===== src/verilog/bbce_regs.svh =====
// Constants for the branch, bit and control execution unit
// Operation
// - Short branch taken only when flag condition holds
// - Short branch: one byte, two cycles, flags kept
// - Bit test branch: three bytes, five cycles
// - Bit test copies tested bit into carry
// - Clear variant branches on zero, set on one
// - Bit set/clear: two bytes, four cycles
// - Bit number from opcode, byte from operand
// - Control opcodes: one byte, two cycles
// - Stop acts as wait under watchdog option
// - Jump and call: 12-bit target, four cycles
// - Direction bit and four-bit branch magnitude
// - Bit operations reach all 256 data bytes
// - Bit test: address byte, then displacement byte
`ifndef BBCE_REGS_SVH
`define BBCE_REGS_SVH

// ****************************************
// Opcode columns
// ****************************************
`define BBCE_COL_CALL 4'h1
`define BBCE_COL_JUMP 4'h9
`define BBCE_COL_BTEST 4'h3
`define BBCE_COL_BDIR 4'hB
`define BBCE_CND_ZCLR 3'h0
`define BBCE_CND_CCLR 3'h2
`define BBCE_CND_ZSET 3'h4
`define BBCE_CND_CSET 3'h6
`define BBCE_OP_NOP 8'h5D
`define BBCE_OP_RET 8'hCD
`define BBCE_OP_INTERRUPT_EXIT 8'h4D
`define BBCE_OP_WAIT 8'h6D
`define BBCE_OP_STOP 8'hED

// ****************************************
// Cycle counts and sizes
// ****************************************
`define BBCE_CYC_SHORT 3'h2
`define BBCE_CYC_CTRL 3'h2
`define BBCE_CYC_EXT 3'h4
`define BBCE_CYC_BDIR 3'h4
`define BBCE_CYC_BTEST 3'h5
`define BBCE_STACK_DEPTH 6
`define BBCE_SP_FULL 3'h6
`define BBCE_RST_PC 12'h000

`endif


===== src/verilog/bbce_pkg.sv =====
// Types for the branch, bit and control execution unit
package bbce_pkg;
  typedef logic [11:0] bbce_pc_t;
  typedef enum logic [3:0] {
    K_SHORT = 4'h0,
    K_BTEST = 4'h1,
    K_BDIR = 4'h2,
    K_JUMP = 4'h3,
    K_CALL = 4'h4,
    K_NOP = 4'h5,
    K_RET = 4'h6,
    K_INTERRUPT_EXIT = 4'h7,
    K_STOP = 4'h8,
    K_WAIT = 4'h9,
    K_FOREIGN = 4'hA
  } bbce_kind_e;
  typedef enum logic [1:0] {
    ST_RUN = 2'h0,
    ST_WAIT = 2'h1,
    ST_STOP = 2'h2
  } bbce_state_e;
endpackage


===== src/verilog/bbce_dec_if.sv =====
// Carrier between the execution core and the opcode decoder
interface bbce_dec_if;
  import bbce_pkg::*;
  logic [7:0] opcode;
  logic zero;
  logic carry;
  logic wdg_option;
  bbce_kind_e kind;
  logic [2:0] last_cnt;
  logic [2:0] bit_idx;
  logic bit_pol;
  logic cond_ok;
  logic disp_fwd;
  logic [3:0] disp_mag;
  modport dec (input opcode, zero, carry, wdg_option,
               output kind, last_cnt, bit_idx, bit_pol, cond_ok, disp_fwd, disp_mag);
  modport core (output opcode, zero, carry, wdg_option,
                input kind, last_cnt, bit_idx, bit_pol, cond_ok, disp_fwd, disp_mag);
endinterface


===== src/verilog/bbce_decode.sv =====
// Opcode decoder for the branch, bit and control execution unit
`include "bbce_regs.svh"
module bbce_decode (
  // Decode carrier
  bbce_dec_if.dec dif
);
  import bbce_pkg::*;

  // ****************************************
  // Column decode
  // ****************************************
  always_comb begin
    dif.kind = K_FOREIGN;
    dif.last_cnt = `BBCE_CYC_CTRL - 3'h1;
    if (!dif.opcode[0]) begin
      dif.kind = K_SHORT;
      dif.last_cnt = `BBCE_CYC_SHORT - 3'h1;
    end else begin
      unique case (dif.opcode[3:0])
        `BBCE_COL_CALL: begin
          dif.kind = K_CALL;
          dif.last_cnt = `BBCE_CYC_EXT - 3'h1;
        end
        `BBCE_COL_JUMP: begin
          dif.kind = K_JUMP;
          dif.last_cnt = `BBCE_CYC_EXT - 3'h1;
        end
        `BBCE_COL_BTEST: begin
          dif.kind = K_BTEST;
          dif.last_cnt = `BBCE_CYC_BTEST - 3'h1;
        end
        `BBCE_COL_BDIR: begin
          dif.kind = K_BDIR;
          dif.last_cnt = `BBCE_CYC_BDIR - 3'h1;
        end
        default: begin
          // Control opcodes are decoded here; everything else is another unit's business and is stepped over
          unique case (dif.opcode)
            `BBCE_OP_NOP: dif.kind = K_NOP;
            `BBCE_OP_RET: dif.kind = K_RET;
            `BBCE_OP_INTERRUPT_EXIT: dif.kind = K_INTERRUPT_EXIT;
            `BBCE_OP_WAIT: dif.kind = K_WAIT;
            `BBCE_OP_STOP: dif.kind = dif.wdg_option ? K_WAIT : K_STOP;
            default: dif.kind = K_FOREIGN;
          endcase
        end
      endcase
    end
  end

  // ****************************************
  // Fields
  // ****************************************
  // Bit number is stored bit-reversed in the high nibble
  assign dif.bit_idx = {dif.opcode[5], dif.opcode[6], dif.opcode[7]};
  assign dif.bit_pol = dif.opcode[4];
  assign dif.disp_fwd = !dif.opcode[3];
  assign dif.disp_mag = dif.opcode[7:4];

  always_comb begin
    unique case (dif.opcode[2:0])
      `BBCE_CND_ZCLR: dif.cond_ok = !dif.zero;
      `BBCE_CND_CCLR: dif.cond_ok = !dif.carry;
      `BBCE_CND_ZSET: dif.cond_ok = dif.zero;
      `BBCE_CND_CSET: dif.cond_ok = dif.carry;
      default: dif.cond_ok = 1'b0;
    endcase
  end
endmodule


===== src/verilog/bbce_core.sv =====
// Execution core for branches, bit operations, control, jump and call
`include "bbce_regs.svh"
module bbce_core (
  // Clock and reset
  input wire logic clk,
  input wire logic sys_rst,
  // Program memory
  output bbce_pkg::bbce_pc_t prog_addr,
  input wire logic [7:0] prog_data,
  // Data space
  output logic [7:0] data_addr,
  input wire logic [7:0] data_rdata,
  output logic [7:0] data_wdata,
  output logic data_we,
  // Options and events
  input wire logic wdg_option,
  input wire logic wake,
  input wire logic rti_zero,
  input wire logic rti_carry,
  // Status
  output logic zero_flag,
  output logic carry_flag,
  output logic wait_mode,
  output logic stop_mode,
  output logic instr_done,
  output logic foreign_op
);
  import bbce_pkg::*;

  // ****************************************
  // State
  // ****************************************
  bbce_state_e state;
  logic [2:0] cnt;
  logic [7:0] opcode;
  logic [7:0] operand;
  logic [7:0] disp;
  logic tested;
  logic tested_live;
  bbce_pc_t pc;
  bbce_pc_t next_pc;
  bbce_pc_t stack [`BBCE_STACK_DEPTH];
  logic [2:0] sp;
  logic run;
  logic last;
  logic [7:0] next_wdata;

  bbce_dec_if dif ();

  // Opcode is read straight from memory in the first cycle, held after
  assign dif.opcode = (cnt == 3'h0) ? prog_data : opcode;
  assign dif.zero = zero_flag;
  assign dif.carry = carry_flag;
  assign dif.wdg_option = wdg_option;

  bbce_decode u_decode (
    .dif (dif.dec)
  );

  assign run = (state == ST_RUN);
  assign last = run && (cnt == dif.last_cnt);
  assign tested_live = data_rdata[dif.bit_idx];

  // ****************************************
  // Next program counter
  // ****************************************
  always_comb begin
    next_pc = pc + 12'h001;
    unique case (dif.kind)
      K_SHORT: begin
        if (dif.cond_ok) begin
          if (dif.disp_fwd) begin
            next_pc = pc + 12'h001 + {8'h00, dif.disp_mag};
          end else begin
            next_pc = pc - {8'h00, dif.disp_mag};
          end
        end
      end
      K_BTEST: begin
        if (tested == dif.bit_pol) begin
          next_pc = pc + 12'h002 + {{4{disp[7]}}, disp};
        end else begin
          next_pc = pc + 12'h003;
        end
      end
      K_JUMP, K_CALL: next_pc = {opcode[7:4], operand};
      K_RET, K_INTERRUPT_EXIT: next_pc = stack[sp - 3'h1];
      K_BDIR: next_pc = pc + 12'h002;
      K_NOP, K_STOP, K_WAIT, K_FOREIGN: next_pc = pc + 12'h001;
    endcase
  end

  // ****************************************
  // Sequencing
  // ****************************************
  always_ff @(posedge clk) begin
    if (sys_rst) begin
      cnt <= 3'h0;
    end else if (run) begin
      cnt <= last ? 3'h0 : cnt + 3'h1;
    end
  end

  always_ff @(posedge clk) begin
    if (sys_rst) begin
      opcode <= 8'h00;
      operand <= 8'h00;
      disp <= 8'h00;
      tested <= 1'b0;
    end else if (run) begin
      if (cnt == 3'h0) begin
        opcode <= prog_data;
      end
      if (cnt == 3'h1) begin
        operand <= prog_data;
      end
      if (cnt == 3'h2 && dif.kind == K_BTEST) begin
        tested <= tested_live;
        disp <= prog_data;
      end
    end
  end

  always_ff @(posedge clk) begin
    if (sys_rst) begin
      pc <= `BBCE_RST_PC;
      prog_addr <= `BBCE_RST_PC;
    end else if (last) begin
      pc <= next_pc;
      prog_addr <= next_pc;
    end else if (run && cnt == 3'h0) begin
      prog_addr <= pc + 12'h001;
    end else if (run && cnt == 3'h1 && dif.kind == K_BTEST) begin
      prog_addr <= pc + 12'h002;
    end
  end

  // ****************************************
  // Data space access
  // ****************************************
  always_comb begin
    next_wdata = data_rdata;
    next_wdata[dif.bit_idx] = dif.bit_pol;
  end

  always_ff @(posedge clk) begin
    if (sys_rst) begin
      data_addr <= 8'h00;
      data_wdata <= 8'h00;
      data_we <= 1'b0;
    end else begin
      data_we <= 1'b0;
      if (run && cnt == 3'h1) begin
        data_addr <= prog_data;
      end
      if (run && cnt == 3'h2 && dif.kind == K_BDIR) begin
        // Read-modify-write keeps the other seven bits intact
        data_wdata <= next_wdata;
        data_we <= 1'b1;
      end
    end
  end

  // ****************************************
  // Flags
  // ****************************************
  always_ff @(posedge clk) begin
    if (sys_rst) begin
      zero_flag <= 1'b0;
      carry_flag <= 1'b0;
    end else if (last && dif.kind == K_BTEST) begin
      carry_flag <= tested;
    end else if (last && dif.kind == K_INTERRUPT_EXIT) begin
      zero_flag <= rti_zero;
      carry_flag <= rti_carry;
    end
  end

  // ****************************************
  // Return stack
  // ****************************************
  // A push into a full stack overwrites the top entry
  always_ff @(posedge clk) begin
    if (sys_rst) begin
      sp <= 3'h0;
      for (int i = 0; i < `BBCE_STACK_DEPTH; i++) begin
        stack[i] <= `BBCE_RST_PC;
      end
    end else if (last && dif.kind == K_CALL) begin
      if (sp == `BBCE_SP_FULL) begin
        stack[sp - 3'h1] <= pc + 12'h002;
      end else begin
        stack[sp] <= pc + 12'h002;
        sp <= sp + 3'h1;
      end
    end else if (last && (dif.kind == K_RET || dif.kind == K_INTERRUPT_EXIT) && sp != 3'h0) begin
      sp <= sp - 3'h1;
    end
  end

  // ****************************************
  // Low power states
  // ****************************************
  always_ff @(posedge clk) begin
    if (sys_rst) begin
      state <= ST_RUN;
      wait_mode <= 1'b0;
      stop_mode <= 1'b0;
    end else begin
      unique case (state)
        ST_RUN: begin
          if (last && dif.kind == K_WAIT) begin
            state <= ST_WAIT;
            wait_mode <= 1'b1;
          end else if (last && dif.kind == K_STOP) begin
            state <= ST_STOP;
            stop_mode <= 1'b1;
          end
        end
        ST_WAIT, ST_STOP: begin
          if (wake) begin
            state <= ST_RUN;
            wait_mode <= 1'b0;
            stop_mode <= 1'b0;
          end
        end
        default: begin
          state <= ST_RUN;
          wait_mode <= 1'b0;
          stop_mode <= 1'b0;
        end
      endcase
    end
  end

  always_ff @(posedge clk) begin
    if (sys_rst) begin
      instr_done <= 1'b0;
      foreign_op <= 1'b0;
    end else begin
      instr_done <= last;
      foreign_op <= last && dif.kind == K_FOREIGN;
    end
  end
endmodule


===== config.mk =====
export PLATFORM = sky130hd
export DESIGN_NAME = bbce_core
export DESIGN_NICKNAME = d
export VERILOG_FILES = /design/src/verilog/bbce_pkg.sv /design/src/verilog/bbce_dec_if.sv /design/src/verilog/bbce_decode.sv /design/src/verilog/bbce_core.sv
export VERILOG_INCLUDE_DIRS = /design/src /design/src/verilog
export SDC_FILE = /design/constraint.sdc
export NUM_CORES = 1
export LEC_CHECK = 0
export BUFFER_PORTS_ARGS = -buffer_cell sky130_fd_sc_hd__buf_2
export CELL_PAD_IN_SITES_DETAIL_PLACEMENT = 0
export CELL_PAD_IN_SITES_GLOBAL_PLACEMENT = 1
export CORE_MARGIN = 2
export CORE_UTILIZATION = 45
export CTS_CLUSTER_DIAMETER = 40
export DETAILED_ROUTE_END_ITERATION = 10
export GPL_TIMING_DRIVEN = 0
export PLACE_DENSITY_LB_ADDON = 0.1
export SLEW_MARGIN = 20
export SYNTH_ARGS = -nofsm -noshare
export SYNTH_HDL_FRONTEND = slang
export SYNTH_HIERARCHICAL = 1
export SYNTH_SLANG_ARGS = --single-unit

===== constraint.sdc =====
create_clock -name clk -period 5.1 [get_ports clk]
set_input_delay 0.765 -clock clk [delete_from_list [all_inputs] [get_ports clk]]
set_output_delay 0.765 -clock clk [all_outputs]
set_load 0.05 [all_outputs]

Yosys cells after proc, flatten, opt, wreduce, memory -nomap -nowiden
Memory sizes are Yosys's and may differ from the RTL's.
Cells that the tools add are included.
Word-level totals
  register bits: 80
  bits in writable memories: 72
  output and inout bits: 35
  word-level logic and storage cells: 160
  memories kept: 1
Memories
  stack: words 6, bits a word 12, rd ports 1, clocked after Yosys merged registers in 0, write ports 6, line bbce_core.sv:42  | bbce_pc_t stack [`BBCE_STACK_DEPTH];
Operators by class
  add/sub/neg operators: 9
  order comparisons: 2
  equality and inequality tests: 35
  mux-type cells: 53
  bitwise gates (word level): 1
  reduce and logical (&&, ||, !) cells: 41
Operators by type and width (count)
  2-to-1 mux 12 bit: 8
  one-hot mux 12 bit (6 select lines): 1
  adder 12 x 2 -> 12 bit, second input constant: 2
  == test 8 x 7 -> 1 bit, second input constant: 3
  OR reduction 12 bit: 2
  2-to-1 mux 1 bit: 22
  2-to-1 mux 3 bit: 7
  == test 4 bit, second input constant: 5
  one-hot mux 4 bit (5 select lines): 1
  == test 4 x 3 -> 1 bit, second input constant: 4
  == test 8 bit, second input constant: 2
  logical AND 1 bit: 16
  one-hot mux 4 bit (4 select lines): 1
  adder 12 x 1 -> 12 bit, second input constant: 1
  adder 12 bit: 1
  adder 12 x 4 -> 12 bit: 1
  == test 4 x 2 -> 1 bit, second input constant: 3
  AND reduction 2 bit: 6
  subtractor 12 x 4 -> 12 bit: 1
  == test 3 bit, second input constant: 3
  bitwise mux 8 bit: 1
  == test 4 x 1 -> 1 bit, second input constant: 2
  2-to-1 mux 8 bit: 1
  adder 3 x 1 -> 3 bit, second input constant: 2
  other kinds (32): 45

Logic depth before layout (Yosys ltp)
Gate-level depths: netlist of run 1.
  depth after elaboration: 15
  depth in mapped cells: 17
  mapped depth without buffers: 14

Modules after synthesis
Netlist of run 1, hierarchy kept.
Modules (own cells, without submodules)
  bbce_core: times used 1, cells an instance 1052, area an instance 10035.9 sq um, seq. area each 4324.1 sq um
  bbce_decode: times used 1, cells an instance 35, area an instance 221.5 sq um, seq. area each 0.0 sq um

Worst setup path before layout of run 1
No wires, ideal clock.
  kind: register to register
  start: register cnt[0]
  end: memory stack[7][0] (netlist bit), enable pin
  library setup time: 396 ps
  data arrival time: 4030 ps
  slack: 674 ps
  cell stages (with the launch flop): 14
  path buffers: 2
  period minus slack after synthesis: 4426 ps
  path through: dfxtp_1 -> inv_1 -> ha_1 -> nor2b_1 -> clkbuf_1 -> mux2_2 -> xnor2_1 -> nor2_1 -> a31o_2 -> or4b_2 -> nor3_1 -> buf_2 -> nand2_1 -> nor3_1
RTL lines
  start, declared: line bbce_core.sv:34  | logic [2:0] cnt;
  start signal, assigned: line bbce_core.sv:100  | cnt <= last ? 3'h0 : cnt + 3'h1;
  end, declared: line bbce_core.sv:42

Final worst setup path of run 1
  start: register pc[1]
  end: register prog_addr[5]
Between the ends
  longest elaborated chain between the ends: 6
  elaborated cells on any way between the ends: 13
RTL lines
  start, declared: line bbce_core.sv:40  | bbce_pc_t pc;
  start signal, assigned: line bbce_core.sv:126  | pc <= `BBCE_RST_PC;
  start signal, assigned: line bbce_core.sv:129  | pc <= next_pc;
  adder 12 x 1 -> 12 bit
  adder 12 x 4 -> 12 bit: line bbce_core.sv:73  | next_pc = pc + 12'h001 + {8'h00, dif.disp_mag};
  2-to-1 mux 12 bit: line bbce_core.sv:72  | if (dif.disp_fwd) begin
  2-to-1 mux 12 bit: line bbce_core.sv:71  | if (dif.cond_ok) begin
  one-hot mux 12 bit (6 select lines): line bbce_core.sv:69  | unique case (dif.kind)
  2-to-1 mux 12 bit *: line bbce_core.sv:128  | end else if (last) begin
  end signal, assigned: line bbce_core.sv:127  | prog_addr <= `BBCE_RST_PC;
  end signal, assigned: line bbce_core.sv:130  | prog_addr <= next_pc;
  end signal, assigned: line bbce_core.sv:132  | prog_addr <= pc + 12'h001;
  end, declared: line bbce_core.sv:8  | output bbce_pkg::bbce_pc_t prog_addr,
Every way passes the cells marked *; elsewhere a longest branch is shown, timed or not. The select of a mux whose other input is x is not followed.
A chain may end at the register's enable or synchronous reset.

==> out/results.txt, run 1 <==
The flow ran to the end, and the final reports show no timing, DRC or antenna violations. The width of the chip is 155 um. The number of antenna diodes in the final layout is 0. The tools report the count of non-filler cells in the finished layout as 1,464. In the synthesized netlist the dominant register cell turns out to be sky130_fd_sc_hd__edfxtp_1. The share of the yosys chip area belonging to registers is 42.2%, and the required arrival time at the worst endpoint is 5460 ps. The tools report the total of warnings raised by yosys as 6.

DRC violation count after routing: 0. In the layout the commonest cells are 145 x sky130_fd_sc_hd__nor2_1, 112 x sky130_fd_sc_hd__nand2_1, 96 x sky130_fd_sc_hd__edfxtp_1, 76 x sky130_fd_sc_hd__buf_2, 72 x sky130_fd_sc_hd__dfxtp_1. The tightest hold path in the finished design has a slack of 454 ps. The total area inside the core boundary comes to 22,500 sq um. The total number of H-tree levels was 4; the share of the cycle needed by the critical path after routing was 94.9%.

Entering global routing, the biggest net connects 20 pins. The top achievable clock speed was 207 MHz; the first-pass detailed-route iteration total was 5. Synthesis instantiated 80 different standard cells from the library. Fill cells in the final layout number 2,143.

The total of buffers placed on input and output ports works out to 56. CTS placed an instance of sky130_fd_sc_hd__clkbuf_16 at the clock tree root. The hold violation count in the final report was 0. Number of max-slew violations in the final report: 0. For this block, the via count after detailed routing is 8,735. The floorplan has 55 rows.

After the first detailed-routing iteration, the DRC count stood at 767. For the number of nets in the layout, the log shows 1,224. For this block, the routed nets add up to 33,600 um of wire. Of all nets on the critical path, the largest fanout is 10. Critical path startpoint category: a flip-flop. The number of antenna violations at the first check in global routing was 0. The slack of the critical path came out at 259 ps.

The clock arrives with 14.4 ps of skew. Synthesis produced a netlist with a net count of 1,145. The final critical-path required period came out at 4840 ps.

Setup total negative slack on the finished layout was measured at 0 ps. Summed over all layers, the global routing overflow is 0. The synthesized netlist occupies a cell area of 10,300 sq um.

The share of async-settable or async-resettable flops after synthesis works out to 0%. The post-synthesis instance total was 1,087; the average cell area after synthesis was 9.44 sq um. Setup repair after global routing left no endpoint under its margin. Before CTS, the worst setup slack after placement is -335 ps. The via density per instance is 5.97. The tool flagged a number of max-cap violations equal to 0. The class of the most critical hold timing path is flip-flop to flip-flop. The detail route stage leaves a number of antenna-violating nets equal to 0.

Global routing used 47.6% of the available met2 tracks. The final setup violation count was 0. The tools report the deepest clock path buffer count as 2. The most common cell after layout, fill and taps aside is sky130_fd_sc_hd__nor2_1. The die extent in y was 155 um; the number of enable-type register cells in the synthesized netlist was 96. Clock latency on the worst-skew pair, taken at its later pin, is 440 ps. The layout overhead on the synthesized area came out at 12.7%. The congestion estimate from routability-driven global placement came to 0.959. The analysis attributes to cell leakage a power of 4.51 nW. For this run, global-route usage on met1 was measured as 38.1%.

The via count of the first global-routing pass is 8,496, and the worst vdd rail ir drop is 0.234 mV. The relative max-transition margin is 33.0%, and the initial cell density of the core is 45.6%. The HPWL after detailed placement is 25,500 um. The number of placed instances, taps included was 1,429; the area of the die was 24,000 sq um. The critical path class is flip-flop to flip-flop. The first global-routing pass estimated 51,800 um of wire.

STA classifies the critical path endpoint as a flip-flop. The areal power density over the cells is 610 nW/um^2, and the arrival time at the worst endpoint is 5200 ps. The synthesized design contains 168 register bits. The number of I/O pins is 57. The ratio of cells with drive above 1 in the final layout was 15.9%; the number of buffers created by CTS was 17. The routing usage on met3 is 4.93%.

The actual transition at the worst max-transition pin was 1000 ps; the overall fraction of global-route tracks in use was 28.7%. The number of clock sinks seen by CTS was 168. After clock tree synthesis, the clock-pin slew on the worst setup and hold paths is 70 ps.

TritonCTS built the clock tree. The post-detailed-route wirelength per cell came out at 23.0 um. Layer with the highest usage after global routing: met2.
-- final timing paths --
path / from / endpoint / slack, ps / cells past startpoint
hold / removal: stop_mode / stop_mode / 450 / 2
setup / recovery: pc[1] / prog_addr[5] / 260 / 13
setup reg to reg: pc[1] / prog_addr[5] / 260 / 13
hold reg to reg: stop_mode / stop_mode / 450 / 2
-- cells by family after synthesis --
family                     after synthesis  share of synthesized area, %
AOI/OAI and AO/OA                      229                          15.0
xor gates and xnor gates                59                          5.04
adders and majority gates               36                          4.61
buffers and inverters                  116                          4.89
DFF                                    168                          42.2
muxes                                   67                          9.58
and+or+nand+nor                        412                          18.7
-- routing by layer --
layer	up-vias	part of all wire (%)
li1	4122	-
met1	4243	42
met2	305	48
met3	65	6.6
met4	0	3.2
met5	-	0
-- synth_stat cells, types with 24 or more instances --
master / instances / area share [%]
sky130_fd_sc_hd__mux4_2: 24 / 5.3
sky130_fd_sc_hd__mux2i_1: 34 / 3.3
sky130_fd_sc_hd__dfxtp_1: 72 / 14
sky130_fd_sc_hd__xnor2_1: 39 / 3.3
sky130_fd_sc_hd__nand3_1: 30 / 1.5
sky130_fd_sc_hd__nand2_1: 115 / 4.2
sky130_fd_sc_hd__ha_1: 33 / 4.0
sky130_fd_sc_hd__nor2_1: 147 / 5.4
sky130_fd_sc_hd__a21oi_1: 63 / 3.1
sky130_fd_sc_hd__nor3_1: 33 / 1.6
sky130_fd_sc_hd__edfxtp_1: 96 / 28
sky130_fd_sc_hd__o21ai_0: 41 / 2.0
sky130_fd_sc_hd__inv_1: 42 / 1.5
sky130_fd_sc_hd__clkbuf_1: 38 / 1.4
-- metrics by stage --
stage          total power [mW]  utilization [%]  instance area, sq um
2_1_floorplan              4.43                -                 10300
3_3_place_gp               5.62             48.4                 10900
3_5_place_dp               5.61             48.5                 10900
4_1_cts                    6.99             51.3                 11500
5_1_grt                    7.48             51.4                 11600
6_report                   7.05             51.4                 11600
-- cell type report --
class,count,area [sq um],area share (%)
clock inverters,15,173,1.49
flip-flops and latches,168,4320,37.4
multi-input cells,803,5470,47.3
inverters,42,158,1.36
well taps,285,357,3.08
repair buffers,60,310,2.68
plain buffers,74,347,3.00
clock buffers,17,425,3.68
-- worst max-delay path: stages (launching register included) --
cell and delay, ps:
sky130_fd_sc_hd__dfxtp_1 580, sky130_fd_sc_hd__clkbuf_1 590, sky130_fd_sc_hd__inv_1 310, sky130_fd_sc_hd__ha_1 360, sky130_fd_sc_hd__clkbuf_1 450, sky130_fd_sc_hd__inv_1 190
sky130_fd_sc_hd__ha_1 370, sky130_fd_sc_hd__and3_1 180, sky130_fd_sc_hd__a2111o_1 460, sky130_fd_sc_hd__and3_1 200, sky130_fd_sc_hd__a2111o_1 440, sky130_fd_sc_hd__a221oi_2 280
sky130_fd_sc_hd__a21oi_1 120, sky130_fd_sc_hd__a211oi_2 230
-- state kept, by name, indices dropped and copies added (netlist names), 8 cells and up --
| signal | flops |
|---|---|
| stack | 96 |
| pc | 12 |
| prog_addr | 12 |
| data_wdata | 8 |
| disp | 8 |
| opcode | 8 |
| operand | 8 |
-- power by group --
part	total, mW	switching, mW	internal [mW]
clock	1.31	0.650	0.661
sequential	1.72	0.134	1.59
combinational	4.02	2.72	1.30
total	7.05	3.50	3.55
-- timing repair --
action	4_1_cts	5_1_grt
setup endpoints to repair	80	68
pin swaps	0	0
buffers inserted	3	0
hold buffers	0	0
gates cloned	0	0
resized for setup	4	6
(Power assumes the default switching activity.)
==> run 2: changes to the inputs <==
Settings changed: SYNTH_HIERARCHICAL 1 to default.
==> out/results.txt, run 2 <==
The width of the chip is 156 um (+0.67%). The first-pass detailed-route iteration total is 7 (+2). The commonest cells after synthesis are 148 x sky130_fd_sc_hd__nor2_1, 96 x sky130_fd_sc_hd__edfxtp_1, 92 x sky130_fd_sc_hd__nand2_1. The run gives 1,434 (+0.35%) as the number of placed instances, taps included.

For the worst vdd rail ir drop, the log shows 0.231 mV (-1.2%). The iteration-0 DRC count of the detailed router is 800 (+4.3%), and the deepest clock path buffer count is 2 (unchanged). The total of buffers placed on input and output ports was 53 (-5.4%). The DRC violation count after routing is 0 (unchanged), and the combined area of the multi-input logic cells is 5530 sq um (+1.2%). The total length of routed wires came out at 35,300 um (+5.1%).

In this run the most critical hold path is launched from data_wdata[0]. The tools report the fill cell total of the finished layout as 2,103 (-1.9%). The largest clock skew in the final design is 21.0 ps (+6.55 ps), and the count of non-filler cells in the finished layout is 1,466 (+0.14%). The total area of sequential cells was 4320 sq um (unchanged).

The total core area is 22,600 sq um (+0.61%). Among all cell types in the netlist, the one instantiated most often is sky130_fd_sc_hd__nor2_1. The share of async-settable or async-resettable flops after synthesis is 0% (unchanged), and the ratio of cells with drive above 1 in the final layout is 13.9% (-2.1 points). The area share of the leading cell type in the synthesized netlist came out at 27.7% (-0.38 points). The peak per-stage delay on the critical path is 570 ps (-20 ps). The clock network latency to the later pin of the worst-skew pair is 450 ps (about the same). The number of antenna violations at the first check in global routing was 0 (unchanged). Setup repair after global routing left no endpoint under its margin.

The number of buffers inserted to repair setup after CTS is 0 (-3), and the post-cts hold buffer count is 0 (unchanged). The average cell area after synthesis came out at 9.49 sq um (+0.55%). The register bit total from synthesis was 168 (unchanged); the actual transition at the worst max-transition pin was 970 ps (-30.9 ps). The number of I/O pins is 57 (unchanged), and the number of nets with antenna violations after routing is 0 (unchanged). The post-layout utilization of the core came out at 51.2% (-0.14 points).

The number of flip-flops under the largest register name works out to 96 (unchanged). For the hold violation count in the final report, the log shows 0 (unchanged). Number of enable-type register cells in the synthesized netlist: 96 (unchanged). The total of cells resized after clock tree synthesis came out at 0 (-4). The endpoint type of the worst setup path was a flip-flop.

The logs give 1,220 (-0.33%) for the number of nets in the layout and 1,148 (+0.26%) for the number of nets produced by synthesis. The relative max-transition margin came out at 34.9% (+1.9 points). The biggest area contributor in the post-synthesis netlist is sky130_fd_sc_hd__edfxtp_1. The detailed-route via count is 8,995 (+3.0%). The areal power density over the cells was 569 nW/um^2 (-6.7%). The required arrival time at the worst endpoint is 5370 ps (-90 ps). The top register by number of flip-flops was stack. The number of buffers created by CTS is 17 (unchanged). Critical-path cell with the highest stage delay: sky130_fd_sc_hd__a211oi_1.

The post-synthesis instance total is 1,096 (+0.83%). The top achievable clock speed was 212 MHz (+2.7%). The share of the cycle needed by the critical path after routing was 92.5% (-2.5 points); the leakage power was 4.35 nW (-3.5%). The startpoint identified for the worst register-to-register timing path is sp[0]. Tracing the worst setup path back leads to its startpoint at sp[0]. The max-capacitance violation count was 0 (unchanged); the layout overhead on the synthesized area was 11.6%. In the final layout, the registers with the most flip-flops are stack: 96 flops, pc: 12 flops, prog_addr: 12 flops. The logs give 29.7% (+0.98 points) for the overall fraction of global-route tracks in use and 55 (unchanged) for the row count. The arrival time at the worst endpoint was 4990 ps (-210 ps); the maximum net fanout on the critical path was 10 (unchanged). For the number of max-slew violations in the final report, the log shows 0 (unchanged). The run gives 0 (unchanged) as the final setup violation count.

Setup slack of the most critical reg-to-reg path: 380 ps (+130 ps). The logs give 19 (-5.0%) for the largest net degree at the start of global routing and 41.6% (-0.57 points) for the share of the yosys chip area belonging to registers. The worst hold path belongs to the class flip-flop to flip-flop.

The number of clock sinks seen by CTS came out at 168 (unchanged). The worst setup path is launched from a flip-flop. The tools report the via count of the first global-routing pass as 8,643 (+1.7%).

Walking the worst path, the cells encountered are buf_2 > buf_2 > inv_1 > ha_1 > clkbuf_1 > buf_1 > mux4_2 > mux2i_1 > o22ai_1 > a211oi_1 > o31ai_1 > a22oi_1 > a22oi_1. The tools report the aggregate negative setup slack as 0 ps (unchanged). Post-detailed-route wirelength per cell: 24.1 um (+4.9%). The number of distinct standard cells referenced by the synthesized netlist was 92 (+15%); the total of warnings raised by yosys was 0 (-6).

The initial cell density of the core is 45.9% (+0.35 points). The routability-driven placement congestion ratio came out at 0.932 (-2.8%). The worst setup path is of the flip-flop to flip-flop kind.

The most common cell after layout, fill and taps aside is sky130_fd_sc_hd__nor2_1. The detailed placement HPWL came out at 26,700 um (+4.7%). The run gives 24,300 sq um (+1.3%) as the area of the die. The run finished with clean final reports.

TritonCTS built the clock tree. The antenna cell count is 0 (unchanged). The run gives 0 (unchanged) as the total global routing overflow. The final critical-path required period is 4720 ps (-125 ps), and the clock-pin slew on the worst setup and hold paths is 70 ps (about the same).

The post-synth design cell area was 10,400 sq um (+1.4%). The buffer type at the clock tree root was sky130_fd_sc_hd__clkbuf_16. Sorting the synthesized cells by area gives the leading types as sky130_fd_sc_hd__edfxtp_1 28%, sky130_fd_sc_hd__dfxtp_1 14%, sky130_fd_sc_hd__nor2_1 5.3%, sky130_fd_sc_hd__mux4_2 5.2%, sky130_fd_sc_hd__xnor2_1 4.0%. The run gives 4 (unchanged) as the total number of H-tree levels. In the synthesized netlist the dominant register cell turns out to be sky130_fd_sc_hd__edfxtp_1.

The first-pass GRT wire length is 53,500 um (+3.3%), and the via density per instance is 6.14 (+2.8%). The die extent in y was 156 um (+0.67%). Leaving out fill and tap cells, the most frequent cells in the layout are 148 x sky130_fd_sc_hd__nor2_1, 96 x sky130_fd_sc_hd__edfxtp_1, 92 x sky130_fd_sc_hd__nand2_1, 74 x sky130_fd_sc_hd__buf_2, 72 x sky130_fd_sc_hd__dfxtp_1.
==> run 2: where the power goes <==
group,leakage (nW),switching [mW],internal [mW],total [mW]
combinational,2.51,2.45,1.13,3.58
clock,0.285,0.638,0.652,1.29
sequential,1.56,0.152,1.58,1.73
total,4.35,3.24,3.36,6.60
==> run 2: area by class of cell <==
cell class,instances,area share (%)
plain buffers,77,2.99
well taps,285,3.07
repair buffers,53,2.29
multi-input cells,799,47.7
clock inverters,15,1.34
clock buffers,17,3.67
inverters,52,1.68
flip-flops and latches,168,37.3
==> run 2: final timing paths <==
check                   to  cells after the start
max                 pc[11]                     13
max reg2reg         pc[11]                     13
min reg2reg  data_wdata[0]                      2
min          data_wdata[0]                      2
==> run 2: critical path: cells and delay by family (launching register included) <==
kind	cells	cell delay, ps
adder cells (fa/ha/maj)	1	320
multiplexers	2	640
buffers and inverters	5	1880
flip-flops	1	330
AO/OA/AOI/OAI	5	1340
==> run 2: layer usage <==
| layer | GRT usage (%) | vias up | share of wire (%) |
|---|---|---|---|
| met1 | 39.5 | 4339 | 42 |
| met5 | 0 | - | 0 |
| met2 | 49.5 | 379 | 48 |
| met4 | 11.9 | 0 | 3.6 |
| met3 | 3.86 | 76 | 6.1 |
| li1 | - | 4201 | - |
==> run 2: cell families after synthesis <==
logic type,synth area share [%]
AOI/OAI and AO/OA,17.4
xor gates and xnor gates,5.56
adders and majority gates,3.78
buffers and inverters,5.21
DFF,41.6
muxes,8.52
and+or+nand+nor,18.0
==> run 2: through the flow <==
step / hold WS, ps / total power, mW / setup WS, ps / cell area, sq um
5_1_grt: 514 / 6.95 / 63.8 / 11600
6_report: 481 / 6.60 / 384 / 11600
3_5_place_dp: 469 / 5.24 / 361 / 11000
4_1_cts: 487 / 6.53 / 335 / 11600
2_1_floorplan: 467 / 4.20 / 1590 / 10400
3_3_place_gp: 462 / 5.24 / 336 / 11000
==> run 3: changes to the inputs <==
Settings changed: ABC_AREA from default to 1, RECOVER_POWER from default to 100.
==> out/results.txt, run 3 <==
The area of the die came out at 24,600 sq um (+1.2%). The biggest area contributor in the post-synthesis netlist is sky130_fd_sc_hd__edfxtp_1. The aggregate negative setup slack was 0 ps (unchanged); the peak per-stage delay on the critical path was 440 ps (-130 ps). The final setup violation count was 0 (unchanged); the worst setup slack after placement was 1050 ps (+688 ps). The cell family contributing the most delay on the critical path is simple AND/OR/NAND/NOR gates. The fill cell total of the finished layout is 2,384 (+13%), and the initial cell density of the core is 46.2% (+0.30 points).

The class of the most critical hold timing path is flip-flop to flip-flop. The buffer and inverter count on the worst path is 5 (unchanged), and the total of cells resized after clock tree synthesis is 0 (unchanged). The internal portion of total power is 3.25 mW (-3.4%), and the average cell area after synthesis is 7.35 sq um (-22%).

Critical path startpoint category: a flip-flop. Number of flip-flops under the largest register name: 96 (unchanged). The count of cells along the worst register-to-register path is 20 (+7), and the actual transition at the worst max-transition pin is 895 ps (-75.2 ps). The area share of the leading cell type in the synthesized netlist is 27.4% (-0.35 points), and the total stage count of the critical path is 20 (+7). The detailed-route via count was 10,500 (+17%); the number of max-slew violations in the final report was 0 (unchanged). For the number of buffers created by CTS, the log shows 17 (unchanged).

stack holds more flip-flops than any other register. The number of enable-type register cells in the synthesized netlist is 96 (unchanged), and the post-cts hold buffer count is 0 (unchanged). The flow ran to the end, and the final reports show no timing, DRC or antenna violations. The post-detailed-route wirelength per cell is 20.6 um (-15%).

The total length of routed wires was 37,800 um (+6.9%). Setup repair after global routing left no endpoint under its margin. The via density per instance was 5.72 (-6.8%); the total of warnings raised by yosys was 0 (unchanged). The run gives 220 MHz (+3.9%) as the top achievable clock speed. The number of nets produced by synthesis is 1,484 (+29%), and the required arrival time at the worst endpoint is 5240 ps (-130 ps). The die extent in y was 157 um (+0.62%); the worst vdd rail ir drop was 0.340 mV (+47%). By area the synthesized netlist is led by sky130_fd_sc_hd__edfxtp_1 27%, sky130_fd_sc_hd__dfxtp_1 14%, sky130_fd_sc_hd__nand2_1 11%, sky130_fd_sc_hd__nor2_1 6.8%, sky130_fd_sc_hd__o21ai_0 6.7%. The power share of the clock group is 18.5% (-1.0 points). The logs give 0 (unchanged) for the hold violation count in the final report and 0 (unchanged) for the max-capacitance violation count. The largest registers in the layout are stack: 96 flops, pc: 12 flops, prog_addr: 12 flops.

The via count of the first global-routing pass is 9,764 (+13%), and the part of the power in combinational logic is 55.9% (+1.7 points). Startpoint of the worst hold path: wait_mode. In the layout the commonest cells are 323 x sky130_fd_sc_hd__nand2_1, 190 x sky130_fd_sc_hd__nor2_1, 142 x sky130_fd_sc_hd__o21ai_0, 141 x sky130_fd_sc_hd__inv_1, 98 x sky130_fd_sc_hd__nand3_1. The overall fraction of global-route tracks in use was 31.3% (+1.6 points). The tools report the largest net degree at the start of global routing as 17 (-2). The cell occurring most often along the worst timing path was sky130_fd_sc_hd__nand2_1. The DRC violation count after routing was 0 (unchanged); the row count was 55 (unchanged). Sorting the synthesized cells by how often they occur yields 318 x sky130_fd_sc_hd__nand2_1, 191 x sky130_fd_sc_hd__nor2_1, 142 x sky130_fd_sc_hd__o21ai_0. The main flop type after synthesis was sky130_fd_sc_hd__edfxtp_1.

The number of clock sinks seen by CTS is 168 (unchanged). The critical path starts at cnt[0]. The slack of the critical path is 563 ps (+179 ps), and the arrival time at the worst endpoint is 4670 ps (-320 ps). The startpoint identified for the worst register-to-register timing path is cnt[0]. The critical path class is flip-flop to flip-flop. The detailed placement HPWL was 28,800 um (+8.0%); the share of async-settable or async-resettable flops after synthesis was 0% (unchanged). Largest clock skew in the final design: 16.4 ps (-4.56 ps).

The number of buffers inserted to repair setup after CTS is 0 (unchanged). Combined area of the multi-input logic cells: 5290 sq um (-4.5%). Endpoint type of the worst setup path: a flip-flop. The most frequent cell after synthesis is sky130_fd_sc_hd__nand2_1. The post-synth design cell area is 10,500 sq um (+1.3%). TritonCTS built the clock tree.

The final critical-path required period was 4540 ps (-179 ps). The tools report the first-pass detailed-route iteration total as 6 (-1). The layout overhead on the synthesized area is 10.7%. For the antenna cell count, the log shows 0 (unchanged).

The net switching power came out at 3.57 mW (+10%). The number of cells traversed by the worst hold path came out at 2 (unchanged). The width of the chip was 157 um (+0.62%). The clock network latency to the later pin of the worst-skew pair was 440 ps (about the same). The run gives 41.1% (-0.52 points) as the share of the yosys chip area belonging to registers. The ratio of cells with drive above 1 in the final layout was 7.03% (-6.9 points). Walking the worst path, the cells encountered are inv_1 > ha_1 > nand2_1 > clkbuf_1 > nand2_1 > o21ai_4 > nor2_1 > nand2_1 > nand2_1 > nand3_4 > nor2_8 > nand2_1 > nor2_1 > nand2_1 > nand2_4 > inv_2 > o21ai_4 > buf_6 > nor3_2 > buf_4. The number of nets with antenna violations after routing was 0 (unchanged). The register bit total from synthesis came out at 168 (unchanged). The run gives 57 (unchanged) as the number of I/O pins.

The total number of H-tree levels is 4 (unchanged). Clock-pin slew on the worst setup and hold paths: 70 ps (about the same). CTS placed an instance of sky130_fd_sc_hd__clkbuf_16 at the clock tree root.

Leaving out fill and tap cells, the most frequent cell in the layout is sky130_fd_sc_hd__nand2_1. The deepest clock path buffer count was 2 (unchanged). The first-pass GRT wire length is 57,400 um (+7.2%). The areal power density over the cells is 585 nW/um^2 (+2.8%), and the total core area is 22,800 sq um (+0.61%).

The post-synthesis instance total came out at 1,432 (+31%). The tools report the relative max-transition margin as 40.3% (+5.4 points). The largest individual stage delay along the critical path comes from the cell sky130_fd_sc_hd__clkbuf_1. The share of the cycle needed by the critical path after routing was 89.0% (-3.5 points); the routability-driven placement congestion ratio was 0.937 (+0.53%). The proportion of total power due to net switching is 52.4% (+3.3 points), and the leakage power is 4.77 nW (+9.7%). The logs give 1,076 (+35%) for the iteration-0 DRC count of the detailed router and 463 ps (-17.9 ps) for the worst hold-check slack. For the number of distinct standard cells referenced by the synthesized netlist, the log shows 52 (-43%).

The total global routing overflow is 0 (unchanged). The part of the power in registers is 25.6% (-0.6 points). The run gives 0 (unchanged) as the number of antenna violations at the first check in global routing. Total of buffers placed on input and output ports: 55 (+3.8%). The tools report the number of nets in the layout as 1,560 (+28%).

The run gives 4320 sq um (unchanged) as the total area of sequential cells. The maximum net fanout on the critical path is 10 (unchanged).
-- run 3: path summary, 6_finish.rpt --
check / endpoint / slack [ps]
min: wait_mode / 460
min reg2reg: wait_mode / 460
max: stack[5][10] / 560
max reg2reg: stack[5][10] / 560
-- run 3: cell type report --
cell class,count,area share (%)
sequential,168,37.1
inverter,154,4.96
buffer,67,2.45
multi-input combinational,1043,45.3
clock buffer,19,3.71
timing repair buffer,57,2.11
tap,313,3.36
clock inverter,13,1.01
-- run 3: cells by family (layout without fill, tap and decap cells) --
kind of cell / Yosys count / count (layout) / share of synthesized area (%)
xor gates and xnor gates: 26 / 26 / 2.16
AOI/OAI and AO/OA: 299 / 299 / 16.1
buffers and inverters: 221 / 310 / 8.33
adders and majority gates: 30 / 30 / 3.64
and+or+nand+nor: 688 / 688 / 28.7
DFF: 168 / 168 / 41.1
-- run 3: worst register-to-register path: stages, from the launching register on --
cell and delay, ps:
sky130_fd_sc_hd__dfxtp_1 410, sky130_fd_sc_hd__inv_1 120, sky130_fd_sc_hd__ha_1 320, sky130_fd_sc_hd__nand2_1 210, sky130_fd_sc_hd__clkbuf_1 440, sky130_fd_sc_hd__nand2_1 180
sky130_fd_sc_hd__o21ai_4 210, sky130_fd_sc_hd__nor2_1 110, sky130_fd_sc_hd__nand2_1 370, sky130_fd_sc_hd__nand2_1 170, sky130_fd_sc_hd__nand3_4 170, sky130_fd_sc_hd__nor2_8 70
sky130_fd_sc_hd__nand2_1 90, sky130_fd_sc_hd__nor2_1 60, sky130_fd_sc_hd__nand2_1 120, sky130_fd_sc_hd__nand2_4 100, sky130_fd_sc_hd__inv_2 90, sky130_fd_sc_hd__o21ai_4 120
sky130_fd_sc_hd__buf_6 200, sky130_fd_sc_hd__nor3_2 390, sky130_fd_sc_hd__buf_4 290
-- run 3: stage by stage --
stage	instance area, sq um	std cells	power [mW]	util [%]
4_1_cts	11800	1834	6.77	51.7
2_1_floorplan	10500	1432	4.36	-
6_report	11700	1834	6.82	51.2
5_1_grt	11700	1834	7.25	51.2
3_5_place_dp	11200	1802	5.52	49.3
3_3_place_gp	11200	1800	5.50	49.2
-- run 3: layer usage --
metal | up-vias | global-route usage [%] | part of all wire (%)
li1 | 4957 | - | -
met1 | 4921 | 46.3 | 45
met2 | 534 | 45.8 | 43
met3 | 71 | 6.36 | 9.5
met4 | 0 | 9.57 | 2.5
met5 | - | 0 | 0
-- run 3: power by group through the flow --
| stage | sequential [mW] | clock (mW) | combinational (mW) |
|---|---|---|---|
| after floorplan | 1.92 | 0 | 2.43 |
| after global placement | 1.77 | 0 | 3.74 |
| after detailed placement | 1.77 | 0 | 3.75 |
| after CTS | 1.74 | 1.26 | 3.77 |
| after global routing | 1.76 | 1.31 | 4.18 |
| final | 1.74 | 1.26 | 3.82 |
